### src/hdl/prhg_cfg.svh
// register map, field positions and timing counts of the health-gated random source
`ifndef PRHG_CFG_SVH
`define PRHG_CFG_SVH
`define PRHG_ADDR_CTRL      4'h0
`define PRHG_ADDR_STATUS    4'h1
`define PRHG_ADDR_DATA      4'h2
`define PRHG_ADDR_IRQ_STAT  4'h3
`define PRHG_ADDR_IRQ_MASK  4'h4
`define PRHG_ADDR_ID        4'h5
`define PRHG_CTRL_EN        0
`define PRHG_CTRL_CONT      1
`define PRHG_CTRL_SELFTEST  2
`define PRHG_ST_VALID       0
`define PRHG_ST_TOTFAIL     1
`define PRHG_ST_DEFECT      2
`define PRHG_ST_STARTED     3
`define PRHG_ST_STBUSY      4
`define PRHG_ST_STPASS      5
`define PRHG_ST_STDONE      6
`define PRHG_IRQ_READY      0
`define PRHG_IRQ_FAIL       1
`define PRHG_IRQ_STDONE     2
`define PRHG_CTRL_RESET     8'h00
`define PRHG_RUN_LIMIT      8'h20
`define PRHG_WIN_LEN        12'h100
`define PRHG_ONES_LO        12'h60
`define PRHG_ONES_HI        12'ha0
`define PRHG_PERIOD_LEN     16'h1000
`define PRHG_ST_LEN         12'h080
`endif

### src/hdl/prhg_pkg.sv
// types of the health-gated random source
package prhg_pkg;
	typedef enum logic [1:0] {PRHG_IDLE, PRHG_STARTUP, PRHG_RUN, PRHG_BLOCKED} prhg_state_type;
endpackage

### src/hdl/prhg_total_fail.sv
// total failure detector: stuck raw bit run length
`timescale 1ns/1ns
`include "prhg_cfg.svh"
module prhg_total_fail #(
	parameter int RUN_W = 8
) (
	input  wire logic ref_clk_i,
	input  wire logic rst_b_i,
	input  wire logic clr_i,
	input  wire logic bit_vld_i,
	input  wire logic bit_i,
	output logic      fail_o
);
	if (RUN_W < 6) begin : g_run_w_check
		$error("run counter too narrow for the run limit");
	end
	logic [RUN_W-1:0] run_q;
	logic             last_q;
	always_ff @(posedge ref_clk_i) begin
		if (!rst_b_i || clr_i) begin
			run_q  <= '0;
			last_q <= 1'b0;
		end else if (bit_vld_i) begin
			last_q <= bit_i;
			run_q  <= (bit_i == last_q) ? run_q + 1'b1 : '0;
		end
	end
	always_ff @(posedge ref_clk_i) begin
		if (!rst_b_i || clr_i) begin
			fail_o <= 1'b0;
		end else if (bit_vld_i && run_q >= RUN_W'(`PRHG_RUN_LIMIT)) begin
			fail_o <= 1'b1;
		end
	end
endmodule // prhg_total_fail

### src/hdl/prhg_online_test.sv
// online statistical test: ones count per window
`timescale 1ns/1ns
`include "prhg_cfg.svh"
module prhg_online_test #(
	parameter int CNT_W = 12
) (
	input  wire logic ref_clk_i,
	input  wire logic rst_b_i,
	input  wire logic clr_i,
	input  wire logic run_i,
	input  wire logic bit_vld_i,
	input  wire logic bit_i,
	output logic      done_o,
	output logic      defect_o
);
	if (CNT_W < 9) begin : g_cnt_w_check
		$error("window counter too narrow");
	end
	logic [CNT_W-1:0] pos_q;
	logic [CNT_W-1:0] ones_q;
	logic             last;
	logic [CNT_W-1:0] ones_n;
	assign last   = (pos_q == CNT_W'(`PRHG_WIN_LEN) - 1'b1);
	assign ones_n = ones_q + CNT_W'(bit_i);
	always_ff @(posedge ref_clk_i) begin
		if (!rst_b_i || clr_i || !run_i) begin
			pos_q  <= '0;
			ones_q <= '0;
		end else if (bit_vld_i) begin
			pos_q  <= last ? '0 : pos_q + 1'b1;
			ones_q <= last ? '0 : ones_n;
		end
	end
	always_ff @(posedge ref_clk_i) begin
		if (!rst_b_i || clr_i) begin
			done_o   <= 1'b0;
			defect_o <= 1'b0;
		end else begin
			done_o <= run_i && bit_vld_i && last;
			if (run_i && bit_vld_i && last &&
			    (ones_n < CNT_W'(`PRHG_ONES_LO) || ones_n > CNT_W'(`PRHG_ONES_HI)))
				defect_o <= 1'b1;
		end
	end
endmodule // prhg_online_test

### src/hdl/prhg_core.sv
// health-gated physical random source with octet register interface
`timescale 1ns/1ns
`include "prhg_cfg.svh"
module prhg_core #(
	parameter logic [7:0] ID_VALUE = 8'h5a  // arbitrary identification value
) (
	input  wire logic       ref_clk_i,
	input  wire logic       rst_b_i,
	input  wire logic       raw_vld_i,
	input  wire logic       raw_bit_i,
	input  wire logic [3:0] addr_i,
	input  wire logic [7:0] wdata_i,
	input  wire logic       wr_i,
	input  wire logic       rd_i,
	output logic      [7:0] rdata_o,
	output logic            irq_o
);
	////////////////////////////////////////////////////////////////////////////////
	// registers and state
	logic [7:0]              ctrl_q;
	logic [7:0]              mask_q;
	logic [2:0]              istat_q;
	prhg_pkg::prhg_state_type state_q;
	logic [7:0]              shift_q;
	logic [2:0]              nbit_q;
	logic [7:0]              data_q;
	logic                    valid_q;
	logic                    tainted_q;
	logic [15:0]             per_q;
	logic                    st_busy_q;
	logic                    st_pass_q;
	logic                    st_done_q;
	logic [11:0]             st_cnt_q;
	logic                    test_clr;
	logic                    tf_fail;
	logic                    ot_done;
	logic                    ot_defect;
	logic                    ot_run;
	logic                    en;
	logic                    st_fail;
	logic                    st_start;
	logic                    data_rd;
	logic                    stat_rd;
	logic                    byte_end;
	logic                    ok;
	logic                    vld_ok;
	logic [7:0]              status;
	assign en       = ctrl_q[`PRHG_CTRL_EN];
	assign st_start = wr_i && addr_i == `PRHG_ADDR_CTRL && wdata_i[`PRHG_CTRL_SELFTEST];
	assign data_rd  = rd_i && addr_i == `PRHG_ADDR_DATA;
	assign stat_rd  = rd_i && addr_i == `PRHG_ADDR_IRQ_STAT;
	assign test_clr = !en || st_start;
	assign byte_end = raw_vld_i && nbit_q == 3'h7;
	assign ok       = !tf_fail && !ot_defect;
	assign vld_ok   = valid_q && ok;
	////////////////////////////////////////////////////////////////////////////////
	// health tests
	prhg_total_fail #(.RUN_W(8)) prhg_total_fail_inst (
		.ref_clk_i (ref_clk_i),
		.rst_b_i   (rst_b_i),
		.clr_i     (test_clr),
		.bit_vld_i (raw_vld_i && en),
		.bit_i     (raw_bit_i),
		.fail_o    (tf_fail)
	);
	// continuous runs always; periodic runs one window per period
	assign ot_run = en && (state_q == prhg_pkg::PRHG_STARTUP || ctrl_q[`PRHG_CTRL_CONT] ||
	                       per_q < 16'(`PRHG_WIN_LEN) + 16'h0002);
	prhg_online_test #(.CNT_W(12)) prhg_online_test_inst (
		.ref_clk_i (ref_clk_i),
		.rst_b_i   (rst_b_i),
		.clr_i     (test_clr),
		.run_i     (ot_run),
		.bit_vld_i (raw_vld_i),
		.bit_i     (raw_bit_i),
		.done_o    (ot_done),
		.defect_o  (ot_defect)
	);
	always_ff @(posedge ref_clk_i) begin
		if (!rst_b_i || !en || ctrl_q[`PRHG_CTRL_CONT]) begin
			per_q <= '0;
		end else if (raw_vld_i) begin
			per_q <= (per_q == `PRHG_PERIOD_LEN - 16'h0001) ? '0 : per_q + 16'h0001;
		end
	end
	////////////////////////////////////////////////////////////////////////////////
	// gating state machine
	always_ff @(posedge ref_clk_i) begin
		if (!rst_b_i) begin
			state_q <= prhg_pkg::PRHG_IDLE;
		end else if (test_clr) begin
			state_q <= en ? prhg_pkg::PRHG_STARTUP : prhg_pkg::PRHG_IDLE;
		end else begin
			unique case (state_q)
				prhg_pkg::PRHG_IDLE: begin
					state_q <= prhg_pkg::PRHG_STARTUP;
				end
				prhg_pkg::PRHG_STARTUP: begin
					if (!ok)
						state_q <= prhg_pkg::PRHG_BLOCKED;
					else if (ot_done)
						state_q <= prhg_pkg::PRHG_RUN;
				end
				prhg_pkg::PRHG_RUN: begin
					if (!ok)
						state_q <= prhg_pkg::PRHG_BLOCKED;
				end
				prhg_pkg::PRHG_BLOCKED: begin
					state_q <= prhg_pkg::PRHG_BLOCKED;
				end
			endcase
		end
	end
	////////////////////////////////////////////////////////////////////////////////
	// octet assembly and output gate
	always_ff @(posedge ref_clk_i) begin
		if (!rst_b_i || test_clr) begin
			shift_q <= '0;
			nbit_q  <= '0;
		end else if (raw_vld_i) begin
			shift_q <= {shift_q[6:0], raw_bit_i};
			nbit_q  <= nbit_q + 3'h1;
		end
	end
	// any unhealthy bit poisons the octet being built
	always_ff @(posedge ref_clk_i) begin
		if (!rst_b_i || test_clr) begin
			tainted_q <= 1'b0;
		end else if (byte_end) begin
			tainted_q <= 1'b0;
		end else if (!ok) begin
			tainted_q <= 1'b1;
		end
	end
	always_ff @(posedge ref_clk_i) begin
		if (!rst_b_i || test_clr || !ok || state_q != prhg_pkg::PRHG_RUN) begin
			valid_q <= 1'b0;
			data_q  <= '0;
		end else if (byte_end && !tainted_q) begin
			valid_q <= 1'b1;
			data_q  <= {shift_q[6:0], raw_bit_i};
		end else if (data_rd) begin
			valid_q <= 1'b0;
		end
	end
	////////////////////////////////////////////////////////////////////////////////
	// hardware total-failure self-test
	assign st_fail = tf_fail;
	always_ff @(posedge ref_clk_i) begin
		if (!rst_b_i) begin
			st_busy_q <= 1'b0;
			st_pass_q <= 1'b0;
			st_done_q <= 1'b0;
			st_cnt_q  <= '0;
		end else if (st_start) begin
			st_busy_q <= 1'b1;
			st_pass_q <= 1'b0;
			st_done_q <= 1'b0;
			st_cnt_q  <= '0;
		end else if (st_busy_q) begin
			if (st_fail) begin
				st_busy_q <= 1'b0;
				st_done_q <= 1'b1;
			end else if (raw_vld_i) begin
				st_cnt_q <= st_cnt_q + 12'h001;
				if (st_cnt_q == `PRHG_ST_LEN - 12'h001) begin
					st_busy_q <= 1'b0;
					st_done_q <= 1'b1;
					st_pass_q <= 1'b1;
				end
			end
		end
	end
	////////////////////////////////////////////////////////////////////////////////
	// control, interrupts and read port
	always_ff @(posedge ref_clk_i) begin
		if (!rst_b_i) begin
			ctrl_q <= `PRHG_CTRL_RESET;
		end else if (wr_i && addr_i == `PRHG_ADDR_CTRL) begin
			ctrl_q <= {5'h00, 1'b0, wdata_i[`PRHG_CTRL_CONT:`PRHG_CTRL_EN]};
		end
	end
	always_ff @(posedge ref_clk_i) begin
		if (!rst_b_i) begin
			mask_q <= '0;
		end else if (wr_i && addr_i == `PRHG_ADDR_IRQ_MASK) begin
			mask_q <= {5'h00, wdata_i[2:0]};
		end
	end
	// set wins over the clear of the read
	always_ff @(posedge ref_clk_i) begin
		if (!rst_b_i) begin
			istat_q <= '0;
		end else begin
			istat_q <= (stat_rd ? 3'h0 : istat_q) |
			           {st_busy_q && (st_fail || (raw_vld_i && st_cnt_q == `PRHG_ST_LEN - 12'h001)),
			            state_q != prhg_pkg::PRHG_BLOCKED && en && !ok && !test_clr,
			            state_q == prhg_pkg::PRHG_STARTUP && ok && ot_done && !test_clr};
		end
	end
	always_ff @(posedge ref_clk_i) begin
		if (!rst_b_i)
			irq_o <= 1'b0;
		else
			irq_o <= |(istat_q & mask_q[2:0]);
	end
	assign status = {1'b0, st_done_q, st_pass_q, st_busy_q, state_q == prhg_pkg::PRHG_RUN,
	                 ot_defect, tf_fail, vld_ok};
	always_ff @(posedge ref_clk_i) begin
		if (!rst_b_i || !rd_i) begin
			rdata_o <= '0;
		end else begin
			unique case (addr_i)
				`PRHG_ADDR_CTRL:     rdata_o <= ctrl_q;
				`PRHG_ADDR_STATUS:   rdata_o <= status;
				`PRHG_ADDR_DATA:     rdata_o <= vld_ok ? data_q : 8'h00;
				`PRHG_ADDR_IRQ_STAT: rdata_o <= {5'h00, istat_q};
				`PRHG_ADDR_IRQ_MASK: rdata_o <= mask_q;
				`PRHG_ADDR_ID:       rdata_o <= ID_VALUE;
				default:             rdata_o <= 8'h00;
			endcase
		end
	end
endmodule // prhg_core

### config.mk
export PLATFORM = sky130hd
export DESIGN_NAME = prhg_core
export DESIGN_NICKNAME = d
export VERILOG_FILES = /design/src/hdl/prhg_pkg.sv /design/src/hdl/prhg_total_fail.sv /design/src/hdl/prhg_online_test.sv /design/src/hdl/prhg_core.sv
export VERILOG_INCLUDE_DIRS = /design/src /design/src/hdl
export SDC_FILE = /design/constraint.sdc
export NUM_CORES = 1
export LEC_CHECK = 0
export BUFFER_PORTS_ARGS = -buffer_cell sky130_fd_sc_hd__buf_2
export CAP_MARGIN = 20
export CORE_ASPECT_RATIO = 1.4
export CORE_MARGIN = 2
export CORE_UTILIZATION = 35
export DETAILED_ROUTE_END_ITERATION = 12
export GPL_TIMING_DRIVEN = 0
export PLACE_DENSITY = 0.56
export SKIP_LAST_GASP = 1
export SYNTH_ARGS = -nofsm -noshare
export SYNTH_HDL_FRONTEND = slang
export SYNTH_SLANG_ARGS = --single-unit
### constraint.sdc
create_clock -name ref_clk_i -period 2.9 [get_ports ref_clk_i]
set_input_delay 0.58 -clock ref_clk_i [delete_from_list [all_inputs] [get_ports ref_clk_i]]
set_output_delay 0.58 -clock ref_clk_i [all_outputs]
set_load 0.01 [all_outputs]
==> results.rst, run 1 <==
.. list-table::
   :header-rows: 1

   * - Metric
     - Value
   * - Final critical-path required period
     - 2.29 ns
   * - Register area share after synthesis
     - 0.437
   * - Die W
     - 104 µm
   * - First-pass GRT wire length
     - 18000 µm
   * - Overall routing resource usage
     - 0.148
   * - Count of vias placed by the detailed router
     - 4087
   * - Insertion delay of the later-clocked pin in the worst-skew pair
     - 0.34 ns
   * - Cts bufs inserted
     - 9
   * - Fillcell total
     - 1326
   * - Number of storage elements in the synthesis netlist
     - 106
   * - Net switching share of the total power
     - 0.211
   * - Peak-usage layer in the global routing report
     - met2
   * - Count of boundary I/O pins
     - 27
   * - Required time of the critical path
     - 3.13 ns
   * - Most repeated library cell on the critical path
     - sky130_fd_sc_hd__ha_1
   * - HPWL after DPL
     - 7940 µm
   * - Core ar.
     - 0.0135 mm²
   * - Number of DRC violations after detailed routing
     - 0
   * - Share of power burned in the clock network
     - 0.468
   * - Met1 GRT Util
     - 0.171
   * - RSZ-0062 raised after global routing
     - no
   * - WP data arrival
     - 2.52 ns
   * - Post-route antenna net violation count
     - 0
   * - Synthesized cell area
     - 0.00485 mm²
   * - Portion of total power attributed to combinational logic
     - 0.025
   * - Gr ovfl total
     - 0
   * - Slowest stage cell, crit path
     - sky130_fd_sc_hd__a2111oi_0
   * - Proportion of layout cells with a drive suffix above 1
     - 0.0956
   * - Peak VDD IR
     - 246 µV
   * - Maximum fanout encountered on the critical timing path
     - 7
   * - Sequential share of power
     - 0.507
   * - Via count of the first global-routing pass
     - 3806
   * - Max-slew violation count
     - 0
   * - WL per Instance
     - 14.0 µm
   * - Die height
     - 143 µm
   * - Total of hold buffers inserted after clock tree synthesis
     - 0
   * - Fmax
     - 437 MHz
   * - Number of buffers on the longest clock path
     - 2
   * - Type of destination of the critical path
     - flip-flop
   * - Number of failing setup endpoints in the final timing report
     - 0
   * - Number of vias per cell
     - 5.25
   * - Weighted congestion reported at the end of routability-driven placement
     - 0.813
   * - Clock root buffer master
     - sky130_fd_sc_hd__clkbuf_16
   * - Num Clock Sinks
     - 106
   * - Maximum clock skew at final layout
     - 0.00716 ns
   * - Total power per unit cell area
     - 522 mW/mm²
   * - Number of detailed-routing iterations run before antenna repair
     - 7
   * - Number of flops mapped to enable cells by yosys
     - 0
   * - Internal power summed over all cells
     - 2270 µW
   * - Diodes inserted
     - 0
   * - Post-cts repair resize count
     - 0
   * - Number of distinct library cell variants in the gate-level netlist after synthesis
     - 63
   * - Area of the die
     - 0.0148 mm²
   * - Average instance area after synthesis
     - 8.65 µm²
   * - Final wirelength
     - 10900 µm
   * - Initial Utilization
     - 0.361
   * - Pre-CTS setup slack
     - 0.323 ns
   * - Max incr delay on CP
     - 0.49 ns
   * - Most common library cell in the layout ignoring fill and taps
     - sky130_fd_sc_hd__dfxtp_1
   * - Final Net Count
     - 618
   * - Number of placement rows
     - 50
   * - Number of warnings issued by yosys
     - 0
   * - Kind of critical path
     - input port to flip-flop
   * - Gate count of the mapped netlist
     - 561
   * - Commonest cells after routing, fill and taps aside
     - 106 x sky130_fd_sc_hd__dfxtp_1, 74 x sky130_fd_sc_hd__nor2_1, 70 x sky130_fd_sc_hd__nand2_1
   * - Maximum level of the CTS H-tree
     - 3
   * - Synth Net Count
     - 588
   * - Met3 usage
     - 0.0245
   * - Max Cap Violations
     - 0
   * - Outcome
     - completed
   * - CTS tree
     - built
   * - Setup TNS
     - 0 ns
   * - Async set or reset register ratio after synthesis
     - 0
   * - Area growth from synthesis to layout
     - 13.6%
   * - PortBufs
     - 19
   * - Power spent charging and discharging nets
     - 606 µW
   * - Initial drt markers
     - 123
   * - Leakage component of the power
     - 0.00191 µW
   * - Main synth FF type
     - sky130_fd_sc_hd__dfxtp_1
   * - Met2 usage
     - 0.270
   * - Reg2reg setup slack
     - 0.71 ns
   * - Antenna violations before repair
     - 0
   * - Worst Max-Slew Pin Slew
     - 0.699 ns
   * - Crit-path cells
     - buf_2 -> ha_1 -> ha_1 -> and4_1 -> a21o_1 -> a2111oi_0 -> o41a_1 -> o21ai_1
   * - Count of final hold-check violations
     - 0
   * - CTS clock-pin slew for the worst setup and hold paths
     - 0.07 ns
   * - Kind of start point of the critical path
     - input port
   * - Headroom to the max-slew limit
     - 0.534
   * - Crit path setup slack, layout
     - 0.609 ns
   * - Class of the tightest hold or removal check
     - flip-flop to flip-flop
   * - Largest net degree at the start of global routing
     - 19
   * - Post-CTS setup repair buffer count
     - 0
   * - Period utilization
     - 0.790
==> per-stage QoR <==
step | total power [µW] | instances | area (µm²) | hold slack (ns) | util
2_1_floorplan | 1530 | 561 | 4850 | 0.425 | -
3_3_place_gp | 1560 | 762 | 5170 | 0.440 | 0.385
3_5_place_dp | 1560 | 762 | 5170 | 0.448 | 0.385
4_1_cts | 2910 | 778 | 5510 | 0.458 | 0.410
5_1_grt | 2980 | 778 | 5510 | 0.476 | 0.410
6_report | 2880 | 778 | 5510 | 0.460 | 0.410
==> registers in the layout, indices dropped and copies added, names as in the netlist, 2 cells and up <==
register                      cells
ctrl_q                            2
data_q                            8
istat_q                           3
mask_q                            3
nbit_q                            3
per_q                            16
prhg_online_test_inst.ones_q     12
prhg_online_test_inst.pos_q      12
prhg_total_fail_inst.run_q        8
rdata_o                           8
shift_q                           7
st_cnt_q                         12
state_q                           2
==> logic make-up (layout without fill, tap and decap cells) <==
family / count (synthesis) / in the layout / synth area share
buffers and inverters: 25 / 60 / 0.0217
adders and majority gates: 9 / 9 / 0.0232
xor gates and xnor gates: 42 / 42 / 0.0758
DFF: 106 / 106 / 0.437
and+or+nand+nor: 271 / 271 / 0.281
AOI/OAI and AO/OA: 92 / 92 / 0.127
muxes: 16 / 16 / 0.0335
==> final timing paths <==
kind,start,to,depth (start not counted)
max reg2reg,prhg_online_test_inst.ones_q[0],prhg_online_test_inst.defect_o,7
min,st_done_q,st_done_q,2
min reg2reg,st_done_q,st_done_q,2
max,raw_bit_i,prhg_online_test_inst.defect_o,8
==> layout make-up <==
class | instances | area [µm²] | area share
timing repair buffer | 19 | 95.1 | 0.0173
clock buffer | 10 | 239 | 0.0434
buffer | 19 | 82.6 | 0.0150
sequential | 106 | 2120 | 0.385
tap | 182 | 228 | 0.0413
inverter | 6 | 22.5 | 0.00409
multi-input combinational | 430 | 2630 | 0.476
clock inverter | 6 | 96.3 | 0.0175
==> per-layer routing <==
layer,part of all wire,routed length (µm)
met4,0.020,215
met2,0.51,5520
met1,0.45,4870
met3,0.024,259
met5,0,0
==> power groups by stage <==
stage	clock [µW]	combinational [µW]	sequential, µW
after global placement	0	70.8	1490
after detailed placement	0	71.5	1490
after floorplan	0	41.5	1490
final	1350	71.5	1460
after global routing	1450	77.7	1460
after CTS	1380	71.9	1460
==> critical path: cells and delay by family <==
kind | cells | cell delay (ns)
AO/OA/AOI/OAI | 4 | 0.94
buffers and inverters | 1 | 0.14
adder cells (fa/ha/maj) | 2 | 0.58
AND/OR/NAND/NOR | 1 | 0.27
==> cell usage after synthesis (3+ instances only) <==
cell type                   instances  area (µm²)
sky130_fd_sc_hd__or3_1             11        68.8
sky130_fd_sc_hd__nand2b_1           5        31.3
sky130_fd_sc_hd__nand3_1           30         150
sky130_fd_sc_hd__nand4_1           17         106
sky130_fd_sc_hd__mux2i_1           14         140
sky130_fd_sc_hd__o21ai_0           13        65.1
sky130_fd_sc_hd__a21oi_2            5        43.8
sky130_fd_sc_hd__nor4_1             4        25.0
sky130_fd_sc_hd__xor2_1            26         228
sky130_fd_sc_hd__buf_1              3        11.3
sky130_fd_sc_hd__dfxtp_1          106        2120
sky130_fd_sc_hd__ha_1               9         113
sky130_fd_sc_hd__nor2b_1            6        37.5
sky130_fd_sc_hd__inv_1              5        18.8
sky130_fd_sc_hd__xnor2_1           16         140
sky130_fd_sc_hd__a22oi_1            5        37.5
sky130_fd_sc_hd__buf_2              3        15.0
sky130_fd_sc_hd__nor2_1            74         278
sky130_fd_sc_hd__and2_1             6        37.5
sky130_fd_sc_hd__and3_1            14        87.6
sky130_fd_sc_hd__or4_1              4        30.0
sky130_fd_sc_hd__nor3_1             7        35.0
sky130_fd_sc_hd__nand2_1           70         263
sky130_fd_sc_hd__nand4b_1           4        35.0
sky130_fd_sc_hd__a21boi_1           4        30.0
sky130_fd_sc_hd__and4_1             9        78.8
sky130_fd_sc_hd__clkbuf_1          12        45.0
sky130_fd_sc_hd__a2bb2oi_1          3        26.3
sky130_fd_sc_hd__o21ai_1            3        15.0
sky130_fd_sc_hd__a21oi_1           34         170
Power figures use the tool's default switching activity.
==> inputs of run 2 (changes only) <==
- ABC_AREA: default -> 1
- PLACE_DENSITY: 0.56 -> 0.57
- clock period: 2.9 -> 2.1 ns (I/O delays scaled with it)
==> run 2 against run 1 <==
Compared with the run above: first-iteration DRC count rose by 53%; sequential share of layout area fell by 0.44 points; hold slack got worse by 0.099 ns; register-to-register slack got worse by 0.37 ns; wire length fell by 0.32%; power rose by 34%; via count rose by 6.2%; synthesized cell count rose by 23%; largest cell class unchanged; largest power group unchanged.
==> results.rst, run 2 <==
.. list-table::
   :header-rows: 1

   * - Metric
     - Value
   * - Crit-path cells
     - ha_1 -> ha_2 -> nand3_1 -> nor2_1 -> nand2_1 -> nand2_1 -> nand2_1 -> nand2_1 -> nand2_1 -> nor2_1 -> nand2_1 -> nand2_1 -> nand2_1
   * - Number of flops mapped to enable cells by yosys
     - 0
   * - Number of cells on the critical path
     - 13
   * - Synth Net Count
     - 716
   * - Weighted congestion reported at the end of routability-driven placement
     - 0.782
   * - Xor-xnor portion of the synthesized cell area
     - 0.0319
   * - Maximum clock skew at final layout
     - 0.0104 ns
   * - Hold slack
     - 0.361 ns
   * - WP data arrival
     - 2.02 ns
   * - Top Family by Delay on Critical Path
     - simple AND/OR/NAND/NOR gates
   * - Die W
     - 104 µm
   * - Proportion of synthesized area in mux cells
     - 0
   * - Kind of start point of the critical path
     - flip-flop
   * - Cts bufs inserted
     - 9
   * - Slowest stage cell, crit path
     - sky130_fd_sc_hd__dfxtp_1
   * - Core ar.
     - 0.0138 mm²
   * - Outcome
     - completed
   * - CTS clock-pin slew for the worst setup and hold paths
     - 0.07 ns
   * - Setup TNS
     - 0 ns
   * - Number of buffers and inverters on the critical path
     - 0
   * - Max-slew violation count
     - 0
   * - Number of warnings issued by yosys
     - 0
   * - Fmax
     - 568 MHz
   * - Area of the die
     - 0.0151 mm²
   * - Insertion delay of the later-clocked pin in the worst-skew pair
     - 0.35 ns
   * - Number of detailed-routing iterations run before antenna repair
     - 6
   * - Reg with most FFs
     - per_q
   * - Leakage component of the power
     - 0.00198 µW
   * - Clock root buffer master
     - sky130_fd_sc_hd__clkbuf_16
   * - Type of destination of the critical path
     - flip-flop
   * - Average instance area after synthesis
     - 7.16 µm²
   * - Register area share after synthesis
     - 0.430
   * - Leading cell type by number of instances after synthesis
     - sky130_fd_sc_hd__nand2_1
   * - Largest net degree at the start of global routing
     - 18
   * - Crit path setup slack, layout
     - 0.339 ns
   * - Count of boundary I/O pins
     - 27
   * - Max incr delay on CP
     - 0.34 ns
   * - RSZ-0062 raised after global routing
     - no
   * - Gr ovfl total
     - 0
   * - Maximum level of the CTS H-tree
     - 3
   * - CTS tree
     - built
   * - Initial drt markers
     - 188
   * - PortBufs
     - 20
   * - WL per Instance
     - 11.9 µm
   * - Number of DRC violations after detailed routing
     - 0
   * - Num Clock Sinks
     - 106
   * - Fraction of the mapped netlist area in adder cells
     - 0.0228
   * - Combinational family with the most area after synthesis
     - simple AND/OR/NAND/NOR gates
   * - Area of the multi-input gates
     - 0.00245 mm²
   * - Async set or reset register ratio after synthesis
     - 0
   * - Count of cells along the worst hold path
     - 3
   * - Fillcell total
     - 1455
   * - Cell area after layout
     - 0.00557 mm²
   * - Total of hold buffers inserted after clock tree synthesis
     - 0
   * - Most common library cell in the layout ignoring fill and taps
     - sky130_fd_sc_hd__nand2_1
   * - Proportion of layout cells with a drive suffix above 1
     - 0.110
   * - Count of final hold-check violations
     - 0
   * - Post-CTS setup repair buffer count
     - 0
   * - Headroom to the max-slew limit
     - 0.704
   * - Kind of critical path
     - flip-flop to flip-flop
   * - Gate count of the mapped netlist
     - 689
   * - Ranking of synthesized cells by area
     - sky130_fd_sc_hd__dfxtp_1 43%, sky130_fd_sc_hd__nand2_1 14%, sky130_fd_sc_hd__a21oi_1 6.6%
   * - Area share of the largest cell type after synthesis
     - 0.430
   * - Post-route antenna net violation count
     - 0
   * - Worst Max-Slew Pin Slew
     - 0.444 ns
   * - Library cell with the largest summed area after synthesis
     - sky130_fd_sc_hd__dfxtp_1
   * - Reg2Reg Depth
     - 13
   * - Diodes inserted
     - 0
   * - Area of placed instances
     - 0.00527 mm²
   * - HPWL after DPL
     - 8220 µm
   * - Final wirelength
     - 10800 µm
   * - Number of distinct library cell variants in the gate-level netlist after synthesis
     - 42
   * - Overall routing resource usage
     - 0.151
   * - Count of vias placed by the detailed router
     - 4342
   * - Synthesized-area fraction occupied by and/or/nand/nor cells
     - 0.324
   * - Max reg flops
     - 16
   * - Antenna violations before repair
     - 0
   * - Pre-CTS setup slack
     - 0.0150 ns
   * - Number of placement rows
     - 51
   * - Number of buffers on the longest clock path
     - 2
   * - Number of failing setup endpoints in the final timing report
     - 0
   * - Main synth FF type
     - sky130_fd_sc_hd__dfxtp_1
   * - Max Cap Violations
     - 0
   * - Initial Utilization
     - 0.356
   * - Required time of the critical path
     - 2.35 ns
   * - Top cell types by occurrence after synthesis
     - 187 x sky130_fd_sc_hd__nand2_1, 106 x sky130_fd_sc_hd__dfxtp_1, 83 x sky130_fd_sc_hd__nor2_1
   * - Period utilization
     - 0.838
   * - Area growth from synthesis to layout
     - 12.9%
   * - Commonest cells after routing, fill and taps aside
     - 187 x sky130_fd_sc_hd__nand2_1, 106 x sky130_fd_sc_hd__dfxtp_1, 83 x sky130_fd_sc_hd__nor2_1
   * - Class of the tightest hold or removal check
     - input port to flip-flop
   * - Via count of the first global-routing pass
     - 4187
   * - Maximum fanout encountered on the critical timing path
     - 6
   * - Synthesized cell area
     - 0.00494 mm²
   * - Number of storage elements in the synthesis netlist
     - 106
   * - Post-cts repair resize count
     - 0
   * - First-pass GRT wire length
     - 18500 µm
   * - Area taken by flip-flops and latches
     - 0.00212 mm²
   * - Final Net Count
     - 747
   * - Area fraction in compound gates after synthesis
     - 0.118
   * - Die height
     - 145 µm
   * - Peak VDD IR
     - 316 µV
   * - Final critical-path required period
     - 1.76 ns
   * - Total power per unit cell area
     - 692 mW/mm²
   * - Number of vias per cell
     - 4.77
   * - Most repeated library cell on the critical path
     - sky130_fd_sc_hd__nand2_1
run 2: cell types whose count changed after synthesis, sizes merged, moves of 10 or more:
cell / delta
inv: +74
mux2i: -14
clkbuf: -11
nor2: +24
nor3: +10
nand2: +119
xnor2: -10
xor2: -14
and3: -11
or3: -11
a21oi: +26
run 2: final timing paths:
path / start / endpoint / slack (ns)
max: prhg_online_test_inst.ones_q[0] / prhg_online_test_inst.defect_o / 0.34
max reg2reg: prhg_online_test_inst.ones_q[0] / prhg_online_test_inst.defect_o / 0.34
min: wdata_i[1] / mask_q[1] / 0.36
min reg2reg: st_done_q / st_done_q / 0.46
run 2: kinds of logic (layout without fill, tap and decap cells):
group	Yosys count	after routing
buffers and inverters	91	127
AND/OR/NAND/NOR	361	361
XOR/XNOR	18	18
adder cells (fa/ha/maj)	9	9
AO/OA/AOI/OAI	104	104
flip-flops	106	106
run 2: worst reg2reg max path: cells and delay by family, from the launching register on:
kind | cells | cell delay [ns]
simple gates | 11 | 0.88
flops | 1 | 0.34
fa+ha+maj | 2 | 0.45
run 2: per-stage QoR:
step,total power [µW],util,instances
6_report,3860,0.403,910
5_1_grt,3990,0.403,910
4_1_cts,3910,0.402,910
3_5_place_dp,2170,0.380,894
3_3_place_gp,2170,0.380,894
2_1_floorplan,2130,-,689
run 2: power breakdown:
group	internal (µW)	leakage, µW	switching [µW]	total [µW]
registers	2010	0.000854	3.18	2020
clock network	967	0.000151	769	1740
logic	30.5	0.000976	77.9	108
total	3010	0.00198	850	3860
run 2: metal layers:
layer / vias up / wire, µm / GRT usage
li1: 2284 / - / -
met1: 1988 / 4720 / 0.165
met2: 52 / 5610 / 0.285
met3: 18 / 207 / 0.0198
met4: 0 / 290 / 0.0804
met5: - / 0 / 0
run 2: cell type report:
class	count	area share
multi-input combinational	492	0.440
sequential	106	0.381
inverter	80	0.0539
clock buffer	11	0.0435
tap	185	0.0415
timing repair buffer	20	0.0180
buffer	11	0.0117
clock inverter	5	0.0110
==> inputs of run 3 (changes only) <==
- PLACE_DENSITY: 0.57 -> 0.56
- clock period: 2.1 -> 1.7 ns (I/O delays scaled with it)
==> run 3 against run 2 <==
Compared with the run above: count of clock-buffer cells in the layout fell by 2; global-route usage grew 0.14 points; core utilization rose by 0.46 points; non-clock buffer count unchanged; via count grew 0.44%; sequential share of layout area fell by 0.36 points; setup slack worse by 0.27 ns; critical path type unchanged; critical endpoint unchanged; largest cell class unchanged.
==> results.rst, run 3 (synthesized netlist as in run 2, its figures left out) <==
.. list-table::
   :header-rows: 1

   * - Metric
     - Value
   * - Number of placement rows
     - 51
   * - Required time of the critical path
     - 1.96 ns
   * - Diodes inserted
     - 0
   * - Final wirelength
     - 11100 µm
   * - Die height
     - 145 µm
   * - Max reg flops
     - 16
   * - Met3 usage
     - 0.0216
   * - Most common library cell in the layout ignoring fill and taps
     - sky130_fd_sc_hd__nand2_1
   * - Kind of start point of the critical path
     - flip-flop
   * - Peak-usage layer in the global routing report
     - met2
   * - Antenna violations before repair
     - 0
   * - Number of vias per cell
     - 4.80
   * - Slowest stage cell, crit path
     - sky130_fd_sc_hd__dfxtp_2
   * - Max incr delay on CP
     - 0.35 ns
   * - Met2 usage
     - 0.296
   * - Final critical-path required period
     - 1.63 ns
   * - Crit-path cells
     - ha_4 -> ha_4 -> nand3_2 -> nor2_2 -> nand2_1 -> nand2_2 -> nand2_1 -> nand2_1 -> nand2_1 -> nor2_1 -> nand2_1 -> nand2_1 -> nand2_1
   * - Max Cap Violations
     - 0
   * - Most repeated library cell on the critical path
     - sky130_fd_sc_hd__nand2_1
   * - Met1 GRT Util
     - 0.156
   * - Class of the tightest hold or removal check
     - input port to flip-flop
   * - Type of destination of the critical path
     - flip-flop
   * - Overall routing resource usage
     - 0.153
   * - Max-slew violation count
     - 0
   * - WP data arrival
     - 1.89 ns
   * - Count of vias placed by the detailed router
     - 4361
   * - Number of detailed-routing iterations run before antenna repair
     - 4
   * - Fmax
     - 615 MHz
   * - Core ar.
     - 0.0138 mm²
   * - Via count of the first global-routing pass
     - 4217
   * - First-pass GRT wire length
     - 18500 µm
   * - Num Clock Sinks
     - 106
   * - Initial drt markers
     - 141
   * - Maximum clock skew at final layout
     - 0.00929 ns
   * - Maximum level of the CTS H-tree
     - 3
   * - Post-route antenna net violation count
     - 0
   * - Count of boundary I/O pins
     - 27
   * - Insertion delay of the later-clocked pin in the worst-skew pair
     - 0.36 ns
   * - Number of buffers and inverters on the critical path
     - 0
   * - Outcome
     - completed
   * - CTS tree
     - built
   * - Largest net degree at the start of global routing
     - 19
   * - Reg with most FFs
     - per_q
   * - Area of the die
     - 0.0151 mm²
   * - Count of final hold-check violations
     - 0
   * - Inst Count DP
     - 894
   * - Initial Utilization
     - 0.356
   * - Worst Max-Slew Pin Slew
     - 0.469 ns
   * - RSZ-0062 raised after global routing
     - yes
   * - Cts bufs inserted
     - 9
   * - Final Net Count
     - 747
   * - Headroom to the max-slew limit
     - 0.688
   * - Clock root buffer master
     - sky130_fd_sc_hd__clkbuf_16
   * - Number of buffers on the longest clock path
     - 2
   * - Number of failing setup endpoints in the final timing report
     - 0
   * - Gr ovfl total
     - 0
   * - Period utilization
     - 0.957
   * - Total power per unit cell area
     - 817 mW/mm²
   * - Number of DRC violations after detailed routing
     - 0
   * - Top Family by Delay on Critical Path
     - simple AND/OR/NAND/NOR gates
   * - Post-route non-filler standard cell count
     - 909
   * - WL per Instance
     - 12.2 µm
   * - Proportion of layout cells with a drive suffix above 1
     - 0.131
   * - Die W
     - 104 µm
   * - Area growth from synthesis to layout
     - 14.2%
   * - Hold slack
     - 0.274 ns
   * - PortBufs
     - 20
   * - CTS clock-pin slew for the worst setup and hold paths
     - 0.07 ns
   * - Leakage component of the power
     - 0.00197 µW
   * - Commonest cells after routing, fill and taps aside
     - 185 x sky130_fd_sc_hd__nand2_1, 103 x sky130_fd_sc_hd__dfxtp_1, 78 x sky130_fd_sc_hd__nor2_1
   * - Maximum fanout encountered on the critical timing path
     - 6
   * - Kind of critical path
     - flip-flop to flip-flop
   * - Total of hold buffers inserted after clock tree synthesis
     - 0
   * - Peak VDD IR
     - 397 µV
   * - Weighted congestion reported at the end of routability-driven placement
     - 0.789
   * - HPWL after DPL
     - 8370 µm
-- run 3: cell count changes in the layout (fill, tap and decap cells not counted), sizes merged --
cell    previous run  this run
clkbuf            12        10
clkinv             3         5
bufinv             1         0
-- run 3: path summary, 6_finish.rpt --
path                                        start                              to  slack [ns]  cells after the start
setup / recovery  prhg_online_test_inst.ones_q[0]  prhg_online_test_inst.defect_o        0.07                     13
hold / removal                         wdata_i[1]                       mask_q[1]        0.27                      3
setup reg to reg  prhg_online_test_inst.ones_q[0]  prhg_online_test_inst.defect_o        0.07                     13
hold reg to reg                        shift_q[6]                      shift_q[6]        0.46                      2
-- run 3: what timing repair did --
| action | CTS | global route |
|---|---|---|
| gates resized for setup | 6 | 18 |
| endpoints found under the setup margin | 6 | 28 |
| endpoints found under the hold margin | 0 | 0 |
| pin swaps | 0 | 2 |
| buffers inserted | 0 | 1 |
-- run 3: area by class of cell --
class	count	area, µm²
clock buffers	9	225
well taps	185	231
multi-input cells	492	2540
flip-flops and latches	106	2130
plain buffers	10	60.1
clock inverters	6	51.3
fillers	1514	8210
inverters	80	300
repair buffers	21	108
-- run 3: power by group --
part | total (µW) | switching (µW) | internal, µW
Combinational | 138 | 98.8 | 38.9
Sequential | 2490 | 3.99 | 2490
Clock | 1980 | 971 | 1010
-- run 3: worst reg2reg max path: cells and delay by family (launching register included) --
family,cells,cell delay [ns]
AND/OR/NAND/NOR,11,0.86
flip-flops,1,0.35
adder cells (fa/ha/maj),2,0.32
-- run 3: layer usage --
layer,routed length [µm],share of wire,vias to the layer above
met5,0,0,-
met4,273,0.025,0
met2,5780,0.52,32
met3,172,0.016,14
li1,-,-,2277
met1,4830,0.44,2038
-- run 3: metrics by stage --
stage | instance area (µm²) | total power (µW) | setup TNS (ns) | worst slack [ns] | utilization
final | 5640 | 4600 | 0 | 0.0730 | 0.407
after global routing | 5640 | 4760 | -0.0973 | -0.0511 | 0.407
after CTS | 5570 | 4670 | -0.0109 | -0.0109 | 0.402
after detailed placement | 5270 | 2680 | -1.36 | -0.328 | 0.380
after global placement | 5270 | 2680 | -1.31 | -0.286 | 0.380
after floorplan | 4940 | 2630 | 0 | 0.129 | -
